### src/rtl/rsc_pkg.sv
// Shared constants and types of the reset source and state control block.
// Assumes a single 50 MHz system clock and a synchronous active-high reset.
package rsc_pkg;

  // System clock rate and nominal low-speed oscillator rate
  localparam int CLK_HZ   = 50_000_000;
  localparam int LOW_SPEED_INTERNAL_OSC_HZ  = 32_000;
  // Cycles per low-speed tick, rounded down
  localparam int LOW_SPEED_INTERNAL_OSC_DIV = CLK_HZ / LOW_SPEED_INTERNAL_OSC_HZ;
  // Low-speed ticks a fault must persist; gives a 2 to 3 period delay
  localparam int QUAL_TICKS = 3;
  // System clock cycles that the core reset pulse lasts
  localparam int HOLD_CYC   = 4;
  // Watchdog time-out in low-speed ticks
  localparam int WDT_LIMIT  = 256;

  // Register byte offsets
  localparam logic [7:0] OFS_CTRL    = 8'h00;
  localparam logic [7:0] OFS_STATUS  = 8'h04;
  localparam logic [7:0] OFS_LVL_SEL = 8'h08;
  localparam logic [7:0] OFS_IO_DIR  = 8'h0C;
  localparam logic [7:0] OFS_IO_DATA = 8'h10;
  localparam logic [7:0] OFS_INT_EN  = 8'h14;
  localparam logic [7:0] OFS_TMR_ON  = 8'h18;
  localparam logic [7:0] OFS_WDT_CNT = 8'h1C;
  localparam logic [7:0] OFS_IRQ_ST  = 8'h20;
  localparam logic [7:0] OFS_IRQ_CLR = 8'h24;
  localparam logic [7:0] OFS_IRQ_EN  = 8'h28;

  // Field positions
  localparam int CTRL_BADLVL_BIT = 0;
  localparam int CTRL_LOWVOLT_BIT = 1;
  localparam int ST_TO_BIT  = 0;
  localparam int ST_PDF_BIT = 1;

  // Reset values and valid level codes
  localparam logic [7:0] LVL_SEL_POR = 8'h55;
  localparam logic [7:0] LVL_CODE_B  = 8'h33;
  localparam logic [7:0] LVL_CODE_C  = 8'h99;
  localparam logic [7:0] LVL_CODE_D  = 8'hAA;
  localparam logic [7:0] IO_POR      = 8'hFF;
  localparam logic [7:0] INT_EN_POR  = 8'h00;
  localparam logic [1:0] TMR_ON_POR  = 2'h0;
  localparam logic [7:0] SP_TOP      = 8'h07;
  localparam logic [7:0] SP_ZERO     = 8'h00;

  // Operating modes reported by the core
  typedef enum logic [1:0] {
    MODE_NORMAL = 2'b00,
    MODE_SLOW   = 2'b01,
    MODE_IDLE   = 2'b10,
    MODE_SLEEP  = 2'b11
  } rsc_mode_t;

  // Reset causes; irq status bit n is cause n+1
  typedef enum logic [2:0] {
    CAUSE_NONE    = 3'b000,
    CAUSE_POR     = 3'b001,
    CAUSE_LVR     = 3'b010,
    CAUSE_WDT_RUN = 3'b011,
    CAUSE_WDT_SLP = 3'b100,
    CAUSE_BADLVL  = 3'b101
  } rsc_cause_t;

  // Architectural state owned by this block
  typedef struct packed {
    logic [7:0] io_dir;
    logic [7:0] io_data;
    logic [7:0] int_en;
    logic [1:0] tmr_on;
  } rsc_arch_t;

  // True for the four defined voltage level codes
  function automatic logic lvl_valid(input logic [7:0] code);
    return (code == LVL_SEL_POR) || (code == LVL_CODE_B) ||
           (code == LVL_CODE_C) || (code == LVL_CODE_D);
  endfunction

endpackage

### src/rtl/rsc_sync.sv
// Two-flop synchroniser for asynchronous level inputs.
// Assumes the inputs are slow levels, not pulses.
`timescale 1ns/100ps
`default_nettype none
module rsc_sync #(
  parameter int WIDTH = 1
) (
  input  wire logic             clock_i,
  input  wire logic             rst_i,
  input  wire logic [WIDTH-1:0] async_i,
  output logic      [WIDTH-1:0] sync_o
);
  // First stage feeds only the second stage
  logic [WIDTH-1:0] meta_ff;

  // Two stages clear metastability before any logic looks
  always_ff @(posedge clock_i) begin
    if (rst_i) begin
      meta_ff <= '0;
      sync_o  <= '0;
    end else begin
      meta_ff <= async_i;
      sync_o  <= meta_ff;
    end
  end
endmodule // rsc_sync
`default_nettype wire

### src/rtl/rsc_qual.sv
// Fault qualifier: a condition must hold over several low-speed ticks.
// Assumes tick_i is a one-cycle enable on the system clock.
`timescale 1ns/100ps
`default_nettype none
module rsc_qual #(
  parameter int TICKS = rsc_pkg::QUAL_TICKS
) (
  input  wire logic clock_i,
  input  wire logic rst_i,
  input  wire logic tick_i,
  input  wire logic cond_i,
  output logic      fire_o
);
  logic [3:0] cnt_ff; // Ticks seen with the condition held

  // Count ticks while held; drop to zero the moment it goes away
  always_ff @(posedge clock_i) begin
    if (rst_i || !cond_i) begin
      cnt_ff <= 4'h0;
      fire_o <= 1'b0;
    end else if (tick_i && cnt_ff == 4'(TICKS - 1)) begin
      cnt_ff <= 4'h0;
      fire_o <= 1'b1; // Third tick: 2 to 3 periods after onset
    end else begin
      cnt_ff <= tick_i ? cnt_ff + 4'h1 : cnt_ff;
      fire_o <= 1'b0;
    end
  end
endmodule // rsc_qual
`default_nettype wire

### src/rtl/rsc_top.sv
// Reset source and state control: decides cause, flags and reset scope.
// Assumes an APB master on clock_i; lowvolt_i is an asynchronous pin.
// How it works
// - Normal watchdog reset equals low-voltage reset plus flag
// - Sleep watchdog reset clears only counter and stack
// - Power-on clears time-out and power-down flags
// - Low-voltage reset keeps both status flags
// - Normal watchdog reset sets time-out, keeps power-down
// - Sleep watchdog reset sets both status flags
// - Watchdog counter clears then counts at once
// - Power-on disables every interrupt source
// - Power-on switches every timer off
// - Full resets make all pins inputs, data ones
// - Power-on puts stack pointer at top
// - Full resets load defaults; sleep reset keeps state
// - Genuine low-voltage sets flag; only software or power-on clears
// - Undefined level code resets after 2-3 ticks
`timescale 1ns/100ps
`default_nettype none
module rsc_top #(
  parameter int LOW_SPEED_INTERNAL_OSC_DIV  = rsc_pkg::LOW_SPEED_INTERNAL_OSC_DIV,
  parameter int WDT_LIMIT = rsc_pkg::WDT_LIMIT
) (
  input  wire logic               clock_i,
  input  wire logic               rst_i,
  // APB slave
  input  wire logic               psel_i,
  input  wire logic               penable_i,
  input  wire logic               pwrite_i,
  input  wire logic [7:0]         paddr_i,
  input  wire logic [31:0]        pwdata_i,
  output logic      [31:0]        prdata_o,
  output logic                    pready_o,
  output logic                    pslverr_o,
  // Core side
  input  wire logic               lowvolt_i,
  input  wire logic [1:0]         mode_i,
  input  wire logic               halt_i,
  output logic                    core_rst_o,
  output logic                    pc_clear_o,
  output logic                    sp_load_o,
  output logic      [7:0]         sp_value_o,
  output rsc_pkg::rsc_arch_t      arch_o,
  output logic                    irq_o
);

  // Sequencer states
  typedef enum logic [1:0] {
    ST_RUN  = 2'b00,
    ST_HOLD = 2'b01
  } rsc_state_t;

  rsc_state_t          state_ff;      // Sequencer state
  logic [2:0]          hold_cnt_ff;   // Cycles left in reset pulse
  rsc_pkg::rsc_cause_t cause_ff;      // Last reset cause
  logic [1:0]          cause_mode_ff; // Mode at last reset
  logic                to_ff;         // Watchdog time-out flag
  logic                pdf_ff;        // Power-down flag
  logic                lowvolt_flag_ff;
  logic                badlvl_flag_ff;
  logic [7:0]          lvl_sel_ff;    // Voltage level select
  logic [15:0]         wdt_cnt_ff;    // Watchdog counter
  logic [10:0]         div_ff;        // Low-speed tick divider
  logic                tick_ff;       // Low-speed tick enable
  logic [4:0]          irq_st_ff;     // Sticky reset events
  logic [4:0]          irq_en_ff;     // Event enables
  logic [31:0]         nxt_prdata;
  logic                lowvolt_s;     // Synchronised pin
  logic                lvr_fire;
  logic                bad_fire;
  logic                wdt_fire;
  rsc_pkg::rsc_cause_t nxt_cause;
  logic                apply;         // One cycle: reset acted on
  logic                full_rst;      // Reset with default reload
  logic                wr_en;
  logic                rd_en;
  logic                mapped;
  logic                cond_lvr;

  // Low-speed oscillator as a one-cycle enable
  always_ff @(posedge clock_i) begin
    if (rst_i || div_ff == 11'(LOW_SPEED_INTERNAL_OSC_DIV - 1)) begin
      div_ff <= 11'h000;
    end else begin
      div_ff <= div_ff + 11'h001;
    end
  end

  // Tick comes one cycle after the wrap
  always_ff @(posedge clock_i) begin
    if (rst_i) begin
      tick_ff <= 1'b0;
    end else begin
      tick_ff <= (div_ff == 11'(LOW_SPEED_INTERNAL_OSC_DIV - 1));
    end
  end

  // Pin passes two flops first
  rsc_sync #(.WIDTH(1)) u_sync (
    .clock_i (clock_i),
    .rst_i   (rst_i),
    .async_i (lowvolt_i),
    .sync_o  (lowvolt_s)
  );

  // Monitor is off in idle and sleep, and only with a valid level
  assign cond_lvr = lowvolt_s && !mode_i[1] && rsc_pkg::lvl_valid(lvl_sel_ff);

  // Genuine low voltage qualified by low-speed ticks
  rsc_qual u_lvr_qual (
    .clock_i (clock_i),
    .rst_i   (rst_i),
    .tick_i  (tick_ff),
    .cond_i  (cond_lvr),
    .fire_o  (lvr_fire)
  );

  // Undefined level code, same 2 to 3 tick delay
  rsc_qual u_bad_qual (
    .clock_i (clock_i),
    .rst_i   (rst_i),
    .tick_i  (tick_ff),
    .cond_i  (!rsc_pkg::lvl_valid(lvl_sel_ff)),
    .fire_o  (bad_fire)
  );

  assign wdt_fire = tick_ff && (wdt_cnt_ff == 16'(WDT_LIMIT - 1));

  // Cause priority: bad code, then low voltage, then watchdog
  always_comb begin
    nxt_cause = rsc_pkg::CAUSE_NONE;
    if (bad_fire) begin
      nxt_cause = rsc_pkg::CAUSE_BADLVL;
    end else if (lvr_fire) begin
      nxt_cause = rsc_pkg::CAUSE_LVR;
    end else if (wdt_fire) begin
      // Mode splits the watchdog into two kinds
      nxt_cause = mode_i[1] ? rsc_pkg::CAUSE_WDT_SLP : rsc_pkg::CAUSE_WDT_RUN;
    end
  end

  // Events during the reset pulse are dropped; faults persist anyway
  assign apply    = (state_ff == ST_RUN) && (nxt_cause != rsc_pkg::CAUSE_NONE);
  assign full_rst = apply && (nxt_cause != rsc_pkg::CAUSE_WDT_SLP);

  // Sequencer: act once, then hold core in reset
  always_ff @(posedge clock_i) begin
    if (rst_i) begin
      state_ff    <= ST_HOLD;
      hold_cnt_ff <= 3'(rsc_pkg::HOLD_CYC - 1);
    end else begin
      unique case (state_ff)
        ST_RUN: begin
          if (apply) begin
            state_ff    <= ST_HOLD;
            hold_cnt_ff <= 3'(rsc_pkg::HOLD_CYC - 1);
          end
        end
        ST_HOLD: begin
          if (hold_cnt_ff == 3'h0) begin
            state_ff <= ST_RUN;
          end else begin
            hold_cnt_ff <= hold_cnt_ff - 3'h1;
          end
        end
        default: state_ff <= ST_RUN;
      endcase
    end
  end

  // Core reset pulse and its companions
  always_ff @(posedge clock_i) begin
    if (rst_i) begin
      core_rst_o <= 1'b1;
      pc_clear_o <= 1'b1;
      sp_load_o  <= 1'b1;
      sp_value_o <= rsc_pkg::SP_TOP;
    end else begin
      core_rst_o <= apply || (state_ff == ST_HOLD && hold_cnt_ff != 3'h0);
      pc_clear_o <= apply;
      sp_load_o  <= apply;
      if (apply) begin
        // Sleep reset zeroes the stack; others start it empty
        sp_value_o <= full_rst ? rsc_pkg::SP_TOP : rsc_pkg::SP_ZERO;
      end
    end
  end

  // Record cause and mode of each reset
  always_ff @(posedge clock_i) begin
    if (rst_i) begin
      cause_ff      <= rsc_pkg::CAUSE_POR;
      cause_mode_ff <= rsc_pkg::MODE_NORMAL;
    end else if (apply) begin
      cause_ff      <= nxt_cause;
      cause_mode_ff <= mode_i;
    end
  end

  // Status flags; a low-voltage reset touches neither
  always_ff @(posedge clock_i) begin
    if (rst_i) begin
      to_ff  <= 1'b0;
      pdf_ff <= 1'b0;
    end else if (apply && nxt_cause == rsc_pkg::CAUSE_WDT_RUN) begin
      to_ff <= 1'b1;
    end else if (apply && nxt_cause == rsc_pkg::CAUSE_WDT_SLP) begin
      to_ff  <= 1'b1;
      pdf_ff <= 1'b1;
    end else if (halt_i && state_ff == ST_RUN && !apply) begin
      pdf_ff <= 1'b1; // Core entering power-down
    end
  end

  assign wr_en  = psel_i && penable_i && pwrite_i;
  assign rd_en  = psel_i && !penable_i && !pwrite_i;

  // Sticky reset-cause flags; set beats a same-cycle software write
  always_ff @(posedge clock_i) begin
    if (rst_i) begin
      lowvolt_flag_ff <= 1'b0;
      badlvl_flag_ff  <= 1'b0;
    end else begin
      if (apply && nxt_cause == rsc_pkg::CAUSE_LVR) begin
        lowvolt_flag_ff <= 1'b1;
      end else if (wr_en && paddr_i == rsc_pkg::OFS_CTRL) begin
        lowvolt_flag_ff <= pwdata_i[rsc_pkg::CTRL_LOWVOLT_BIT];
      end
      if (bad_fire) begin
        badlvl_flag_ff <= 1'b1;
      end else if (wr_en && paddr_i == rsc_pkg::OFS_CTRL) begin
        badlvl_flag_ff <= pwdata_i[rsc_pkg::CTRL_BADLVL_BIT];
      end
    end
  end

  // Level select: full resets reload the power-on code
  always_ff @(posedge clock_i) begin
    if (rst_i || full_rst) begin
      lvl_sel_ff <= rsc_pkg::LVL_SEL_POR;
    end else if (wr_en && paddr_i == rsc_pkg::OFS_LVL_SEL) begin
      lvl_sel_ff <= pwdata_i[7:0];
    end
  end

  // Architectural state; sleep watchdog reset leaves it alone
  always_ff @(posedge clock_i) begin
    if (rst_i || full_rst) begin
      arch_o.io_dir  <= rsc_pkg::IO_POR;
      arch_o.io_data <= rsc_pkg::IO_POR;
      arch_o.int_en  <= rsc_pkg::INT_EN_POR;
      arch_o.tmr_on  <= rsc_pkg::TMR_ON_POR;
    end else if (wr_en && !apply) begin
      // Every field has a defined value; nothing here is left unknown
      unique case (paddr_i)
        rsc_pkg::OFS_IO_DIR:  arch_o.io_dir  <= pwdata_i[7:0];
        rsc_pkg::OFS_IO_DATA: arch_o.io_data <= pwdata_i[7:0];
        rsc_pkg::OFS_INT_EN:  arch_o.int_en  <= pwdata_i[7:0];
        rsc_pkg::OFS_TMR_ON:  arch_o.tmr_on  <= pwdata_i[1:0];
        default: ;
      endcase
    end
  end

  // Watchdog counter: cleared by any reset, runs with no enable
  always_ff @(posedge clock_i) begin
    if (rst_i || apply) begin
      wdt_cnt_ff <= 16'h0000;
    end else if (wr_en && paddr_i == rsc_pkg::OFS_WDT_CNT) begin
      wdt_cnt_ff <= 16'h0000; // Software kick
    end else if (tick_ff) begin
      wdt_cnt_ff <= wdt_cnt_ff + 16'h0001;
    end
  end

  // Interrupt status: set wins over write-one-to-clear
  always_ff @(posedge clock_i) begin
    if (rst_i) begin
      irq_st_ff <= 5'h00;
      irq_en_ff <= 5'h00;
    end else begin
      for (int i = 0; i < 5; i++) begin
        if (apply && nxt_cause == rsc_pkg::rsc_cause_t'(3'(i + 1))) begin
          irq_st_ff[i] <= 1'b1;
        end else if (wr_en && paddr_i == rsc_pkg::OFS_IRQ_CLR && pwdata_i[i]) begin
          irq_st_ff[i] <= 1'b0;
        end
      end
      if (wr_en && paddr_i == rsc_pkg::OFS_IRQ_EN) begin
        irq_en_ff <= pwdata_i[4:0];
      end
    end
  end

  assign irq_o = |(irq_st_ff & irq_en_ff);

  // Read mux, sampled in the setup cycle
  always_comb begin
    nxt_prdata = 32'h0000_0000;
    mapped     = 1'b1;
    unique case (paddr_i)
      rsc_pkg::OFS_CTRL:    nxt_prdata[1:0] = {lowvolt_flag_ff, badlvl_flag_ff};
      rsc_pkg::OFS_STATUS:  nxt_prdata[7:0] = {1'b0, cause_mode_ff, cause_ff, pdf_ff, to_ff};
      rsc_pkg::OFS_LVL_SEL: nxt_prdata[7:0] = lvl_sel_ff;
      rsc_pkg::OFS_IO_DIR:  nxt_prdata[7:0] = arch_o.io_dir;
      rsc_pkg::OFS_IO_DATA: nxt_prdata[7:0] = arch_o.io_data;
      rsc_pkg::OFS_INT_EN:  nxt_prdata[7:0] = arch_o.int_en;
      rsc_pkg::OFS_TMR_ON:  nxt_prdata[1:0] = arch_o.tmr_on;
      rsc_pkg::OFS_WDT_CNT: nxt_prdata[15:0] = wdt_cnt_ff;
      rsc_pkg::OFS_IRQ_ST:  nxt_prdata[4:0] = irq_st_ff;
      rsc_pkg::OFS_IRQ_CLR: nxt_prdata = 32'h0000_0000; // Write-only
      rsc_pkg::OFS_IRQ_EN:  nxt_prdata[4:0] = irq_en_ff;
      default:              mapped = 1'b0;
    endcase
  end

  // Read data held from a flop through the access phase
  always_ff @(posedge clock_i) begin
    if (rst_i) begin
      prdata_o <= 32'h0000_0000;
    end else if (rd_en) begin
      prdata_o <= nxt_prdata;
    end
  end

  // Zero-wait slave; error on unmapped address
  assign pready_o  = 1'b1;
  assign pslverr_o = psel_i && penable_i && !mapped;

  // Cycles the watchdog counter has sat at zero since its last clear.
  // A tick arrives within one divider period, so a long run means a stall;
  // counting here avoids a delay range as long as the divider period.
  logic [11:0] wdt_zero_run_ff;
  always_ff @(posedge clock_i) begin
    if (rst_i || apply || wdt_cnt_ff != 16'h0000) begin
      wdt_zero_run_ff <= 12'h000;
    end else if (wr_en && paddr_i == rsc_pkg::OFS_WDT_CNT) begin
      wdt_zero_run_ff <= 12'h000; // Software kick restarts the wait
    end else if (wdt_zero_run_ff != 12'hFFF) begin
      wdt_zero_run_ff <= wdt_zero_run_ff + 12'h001; // Saturates
    end
  end
endmodule // rsc_top
`default_nettype wire

### config.mk
export PLATFORM = sky130hd
export DESIGN_NAME = rsc_top
export DESIGN_NICKNAME = d
export VERILOG_FILES = /design/src/rtl/rsc_pkg.sv /design/src/rtl/rsc_sync.sv /design/src/rtl/rsc_qual.sv /design/src/rtl/rsc_top.sv
export SDC_FILE = /design/constraint.sdc
export NUM_CORES = 1
export LEC_CHECK = 0
export BUFFER_PORTS_ARGS = -buffer_cell sky130_fd_sc_hd__buf_2
export CORE_MARGIN = 1
export CORE_UTILIZATION = 49
export CTS_CLUSTER_DIAMETER = 50
export DETAILED_ROUTE_END_ITERATION = 7
export PLACE_DENSITY_LB_ADDON = 0.3
export SYNTH_ARGS = -nofsm -noshare
export SYNTH_HDL_FRONTEND = slang
export SYNTH_SLANG_ARGS = --single-unit
### constraint.sdc
create_clock -name clock_i -period 2.4 [get_ports clock_i]
set_clock_uncertainty 0.1 [all_clocks]
set_input_delay 0.24 -clock clock_i [delete_from_list [all_inputs] [get_ports clock_i]]
set_output_delay 0.24 -clock clock_i [all_outputs]
set_load 0.03 [all_outputs]
Yosys cells after proc, flatten, opt, wreduce, memory -nomap -nowiden
Index checks and enable logic that the tools add are counted.
{"block": "word_totals", "input_bits": 49, "reg_bits": 124}
{"block": "classes", "bitwise_logic": 2, "add_sub_neg": 5, "eq_ne": 28, "mux": 36, "reduce_logical": 73}
{"op": "8-bit by 5-bit == test with 1-bit output, second input constant", "count": 4}
{"op": "8-bit by 6-bit == test with 1-bit output, second input constant", "count": 4}
{"op": "1-bit logical AND", "count": 31}
{"op": "3-bit case mux with 8 select lines", "count": 1}
{"op": "1-bit 2-to-1 mux", "count": 21}
{"op": "3-bit 2-to-1 mux", "count": 7}
{"op": "2-bit case mux with 10 select lines", "count": 1}
{"op": "2-bit nonzero test", "count": 10}
{"op": "3-bit case mux with 6 select lines", "count": 1}
{"op": "16-bit by 1-bit adder with 16-bit output, second input constant", "count": 1}
{"op": "16-bit by 8-bit == test with 1-bit output, second input constant", "count": 1}
{"op": "8-bit by 4-bit == test with 1-bit output, second input constant", "count": 2}
{"op": "8-bit == test, second input constant", "count": 2}
{"op": "2-bit AND reduction", "count": 6}
{"op": "11-bit by 1-bit adder with 11-bit output, second input constant", "count": 1}
{"op": "11-bit == test, second input constant", "count": 1}
{"op": "11-bit OR reduction", "count": 1}
{"op": "1-bit logical OR", "count": 9}
{"op": "4-bit by 1-bit adder with 4-bit output, second input constant", "count": 2}
{"op": "4-bit by 2-bit == test with 1-bit output, second input constant", "count": 2}
{"op": "8-bit by 3-bit == test with 1-bit output, second input constant", "count": 1}
{"op": "8-bit by 7-bit == test with 1-bit output, second input constant", "count": 1}
{"op": "8-bit zero test", "count": 1}
{"op": "8-bit 2-to-1 mux", "count": 1}
{"op": "19 further kinds", "count": 32}

Longest topological paths before layout
{"block": "depth", "depth_word": 11, "ltp_mapped": 8, "mapped_depth_nobuf": 6}

By module
From an unflattened synthesis, not the netlist that was laid out.
{"block": "unflattened", "cells_unflattened": 668, "hier_area_um2": 5734.2}
{"module": "rsc_top", "instances": 1, "cells_each": 622, "seq_area_each_um2": 2082.0, "area_each_um2": 5236.3}
{"module": "rsc_qual", "instances": 2, "cells_each": 21, "seq_area_each_um2": 100.1, "area_each_um2": 222.7}
{"module": "rsc_sync", "instances": 1, "cells_each": 4, "seq_area_each_um2": 40.0, "area_each_um2": 52.6}

Least setup slack after synthesis
Ideal clock, no wire load.
{"block": "synth_path", "path_kind": "register -> register", "from": "register wdt_cnt_ff[8]", "to": "register arch_o[21] in the netlist's numbering", "synth_period_minus_slack_ns": 2.387, "setup_time_ns": 0.120, "arrival_time_ns": 2.168, "t_required_ns": 2.180, "stages_incl_launch_ff": 7, "n_path_buf": 1, "slack_ns": 0.013, "cell_sequence": "dfxtp_1 -> or4_1 -> or4_4 -> a22o_4 -> buf_6 -> and3_1 -> a211o_1"}
{"block": "synth_via", "elab_chain_cells": 10, "word_cells_on_any_way": 13}
{"element": "from (decl)", "line_no": "rsc_top.sv:62", "rtl": "logic [15:0] wdt_cnt_ff;"}
{"element": "from (signal assigned)", "line_no": "rsc_top.sv:272", "rtl": "wdt_cnt_ff <= wdt_cnt_ff + 16'h0001;"}
{"element": "16-bit by 8-bit == test with 1-bit output *", "line_no": "rsc_top.sv:127", "rtl": "assign wdt_fire = tick_ff && (wdt_cnt_ff == 16'(WDT_LIMIT - 1));"}
{"element": "1-bit logical AND *", "line_no": "rsc_top.sv:127"}
{"element": "3-bit 2-to-1 mux *", "line_no": "rsc_top.sv:136", "rtl": "end else if (wdt_fire) begin"}
{"element": "3-bit 2-to-1 mux *", "line_no": "rsc_top.sv:134", "rtl": "end else if (lvr_fire) begin"}
{"element": "3-bit 2-to-1 mux *", "line_no": "rsc_top.sv:132", "rtl": "if (bad_fire) begin"}
{"element": "3-bit nonzero test", "line_no": "rsc_top.sv:143", "rtl": "assign apply = (state_ff == ST_RUN) && (nxt_cause != rsc_pkg::CAUSE_NONE);"}
{"element": "1-bit logical AND", "line_no": "rsc_top.sv:143"}
{"element": "1-bit zero test", "line_no": "rsc_top.sv:253", "rtl": "end else if (wr_en && !apply) begin"}
{"element": "1-bit logical AND", "line_no": "rsc_top.sv:253"}
{"element": "2-bit AND reduction (no source line)"}
{"element": "to (decl)", "line_no": "rsc_top.sv:43", "rtl": "output rsc_pkg::rsc_arch_t arch_o,"}
Mark *: on every way between the ends. The rest lies on a longest branch, timed or not.
A chain may end at the register's enable or synchronous reset.

Final worst setup path
{"block": "layout_path", "from": "register wdt_cnt_ff[8]", "to": "register arch_o[10] in the netlist's numbering"}
Same word-level chain as after synthesis.

==> flow_metrics.env <==
export IMPL_grt_max_degree=31
export IMPL_violations="setup timing"
export IMPL_overflow=0
export IMPL_grt_pass1_vias=4898
export IMPL_drt_iter0_drc=453
export IMPL_wl_per_cell_um=17.7
export IMPL_portBuffers=74
export IMPL_worstPathRequired_ps=2600
export IMPL_synth_top_area_share_pct=41.7
export IMPL_multi_input_area_mm2=0.00298
export IMPL_reg2reg_slack_ps=-40
export IMPL_leakagePower_uw=0.00277
export IMPL_power_density_mw_per_mm2=713
export IMPL_start_util_pct=50.8
export IMPL_antenna_cells=0
export IMPL_avgSynthCellArea_um2=8.58
export IMPL_num_io_pins=121
export IMPL_setup_ws_ps=-35.0
export IMPL_min_path_type="in2reg"
export IMPL_yosys_warnings=0
export IMPL_worst_path_max_fanout=11
export IMPL_clock_root_buffer="clkbuf_16"
export IMPL_drt_wl_total_um=15900
export IMPL_ys_flop_type="dfxtp_1"
export IMPL_ir_worst_vdd_mv=0.533
export IMPL_drive_gt1_share_pct=24.1
export IMPL_cpMaxStageDelayCell="or4_4"
export IMPL_cp_cell_sequence="or4_1 > or4_4 > a22o_4 > and3_1 > a211o_1"
export IMPL_maxSlewHeadroom_pct=55.4
export IMPL_seqCellArea_mm2=0.00232
export IMPL_dpl_hpwl_um=11300
export IMPL_worst_path_largest_cell_delay_ps=620
export IMPL_dieArea_mm2=0.0118
export IMPL_worst_pin_slew_ps=662
export IMPL_max_freq_mhz=411
export IMPL_synth_top_area_cell="dfxtp_1"
export IMPL_viasPerCell=5.81
export IMPL_clkTransAtPathRegs_ps=60
export IMPL_period_minus_slack_ps=2440
export IMPL_placed_area_mm2=0.00622
export IMPL_synth_area_mm2=0.00558
export IMPL_antenna_found_initial=0
export IMPL_die_w_um=109
export IMPL_cts_buffers=17
export IMPL_outcome="complete, but fails checks"
export IMPL_stdcell_area_mm2=0.00692
export IMPL_grt_pass1_wl_um=24900
export IMPL_final_max_slew_viol_count=0
export IMPL_tns_ps=-420
export IMPL_ys_seq_area_share_pct=41.7
export IMPL_r2r_end="arch_o[10]"
export IMPL_ys_types=59
export IMPL_area_growth_pct=24.2
export IMPL_drt_first_pass_iters=7
export IMPL_synth_edf_count=0
export IMPL_dr_total_vias=5219
export IMPL_track_usage_pct=28.2
export IMPL_coreArea_mm2=0.0110
export IMPL_clockBufferDepth=2
export IMPL_cts_sinks=116
export IMPL_setup_viol=16
export IMPL_dp_cells=864
export IMPL_layout_nets=804
export IMPL_ys_seq_elements=116
export IMPL_place_congestion=0.917
export IMPL_die_h_um=109
export IMPL_whs_path_depth=3
export IMPL_drc=0
export IMPL_rsz0062_at_grt="yes"
export IMPL_start_kind="flop"
export IMPL_whs_ps=26.4
export IMPL_clock_latency_ps=410
export IMPL_rows=38
export IMPL_layout_worst_path_cycle_share_pct=101
export IMPL_whs_endpoint="lvl_sel_ff[5]"
export IMPL_report_power_total_uw=4940
export IMPL_cts_tree="yes"
export IMPL_criticalPathCategory="reg2reg"
export IMPL_cp_data_arrival_time_ps=2640
export IMPL_synth_area_leaders="dfxtp_1 (42%), nor2_1 (5.7%), buf_4 (3.6%)"
export IMPL_fill_cells=952
export IMPL_ant_nets=0
export IMPL_drv_cap=0
export IMPL_min_delay_start="pwdata_i[5]"
export IMPL_stdcell_count=899
export IMPL_endpoint_kind="flop"
export IMPL_cts_max_level=4
export IMPL_async_flop_share_pct=0
export IMPL_netlist_instances=650
export IMPL_reg2reg_depth=5
export IMPL_finalHoldViolations=0
export IMPL_r2r_start="wdt_cnt_ff[8]"
where the power goes:
part,internal [uW],switching [uW],leakage [uW]
Sequential,1970,38.9,0.000938
Combinational,125,266,0.00155
Clock,1640,907,0.000287
Total,3730,1210,0.00277
layout make-up:
type,instances,area share [%]
repair buffers,120,11.1
well taps,140,2.53
flip-flops and latches,116,33.5
clock inverters,11,1.83
multi-input cells,472,43.0
clock buffers,21,6.94
inverters,19,1.03
per-stage QoR:
step	util, %	setup slack [ps]
6_report	63.0	-35.0
5_1_grt	63.0	-69.2
4_1_cts	62.7	-22.0
3_5_place_dp	56.7	-33.4
3_3_place_gp	56.7	-41.0
2_1_floorplan	-	12.7
layout by cell type, fill, tap and decap left out, types with 4 or more instances in the layout:
cell type,n
nand4_1,9
ha_1,9
inv_1,19
conb_1,22
clkinvlp_4,4
nor2b_1,5
a211oi_1,11
clkbuf_16,17
a22oi_1,9
a21oi_1,36
o21ai_0,5
xnor2_1,13
buf_4,40
nor4_1,10
mux2i_1,9
nand2b_1,5
nand3_1,38
mux2_2,5
a211o_1,17
nand2_1,54
nor4bb_1,4
nor2_1,83
nor4b_1,4
dfxtp_1,116
or3_1,4
nor3_1,12
xor2_1,17
a222oi_1,6
clkbuf_8,4
and3_1,20
a311oi_1,4
a22o_1,4
buf_12,4
buf_2,74
a221oi_1,8
sequential cells by signal, summed over array words and instances (netlist names), 4 cells and up:
register,flops
arch_o,26
div_ff,11
irq_en_ff,5
irq_st_ff,5
lvl_sel_ff,8
prdata_o,16
u_bad_qual.cnt_ff,4
u_lvr_qual.cnt_ff,4
wdt_cnt_ff,16
kinds of logic after synthesis:
kind of cell             Yosys count  share of synthesized area (%)
adder cells (fa/ha/maj)            9                           2.02
AND/OR/NAND/NOR                  274                           24.9
AO/OA/AOI/OAI                    121                           15.7
other                              2                          0.135
flip-flops                       116                           41.7
buffers and inverters             83                           7.85
multiplexers                      15                           3.03
XOR/XNOR                          30                           4.71
synthesized netlist by cell type, drive strengths merged (5+ instances only):
cell and count:
nand4 9, a22oi 9, inv 19, xnor2 13, nor4 12, a211o 17, mux2i 9, a31oi 5
o21ai 5, nand3 38, xor2 17, a211oi 12, a21oi 38, nor4b 6, and3 23, buf 38
mux2 5, dfxtp 116, nand2 54, nor3 13, nor2 85, a222oi 6, a221oi 8, ha 9
nand2b 5, clkbuf 26, nor2b 5, a22o 5
layer usage:
| metal | track usage (%) | routed length (um) | vias up | share of wire [%] |
|---|---|---|---|---|
| li1 | - | - | 2484 | - |
| met1 | 33.9 | 6500 | 2452 | 41 |
| met2 | 46.0 | 7520 | 226 | 47 |
| met3 | 7.05 | 1120 | 57 | 7.0 |
| met4 | 15.5 | 747 | 0 | 4.7 |
| met5 | 0 | 0 | - | 0 |
how the worst max path moves through the flow:
stage | from | to | slack (ps) | cells past startpoint
floorplan | wdt_cnt_ff[8] | arch_o[21] | 10 | 6
global placement | wdt_cnt_ff[8] | wdt_cnt_ff[8] | -40 | 7
detailed placement | wdt_cnt_ff[8] | wdt_cnt_ff[10] | -30 | 7
CTS | wdt_cnt_ff[8] | arch_o[20] | -20 | 5
global route | wdt_cnt_ff[8] | arch_o[24] | -70 | 5
finish | wdt_cnt_ff[8] | arch_o[10] | -40 | 5
repair_timing:
action                                  4_1_cts  5_1_grt
pin swaps                                     1        2
hold endpoints to repair                      2        0
gates cloned                                  1        0
hold buffers                                  2        0
buffers inserted                              0        0
gates resized for setup                       4        8
endpoints found under the setup margin       32       49
critical path, delay by kind of cell, from the launching register on:
| kind | cells | cell delay (ps) |
|---|---|---|
| compound gates | 2 | 570 |
| flops | 1 | 310 |
| simple gates | 3 | 1330 |
No activity file was read; power rests on OpenSTA's default activity.
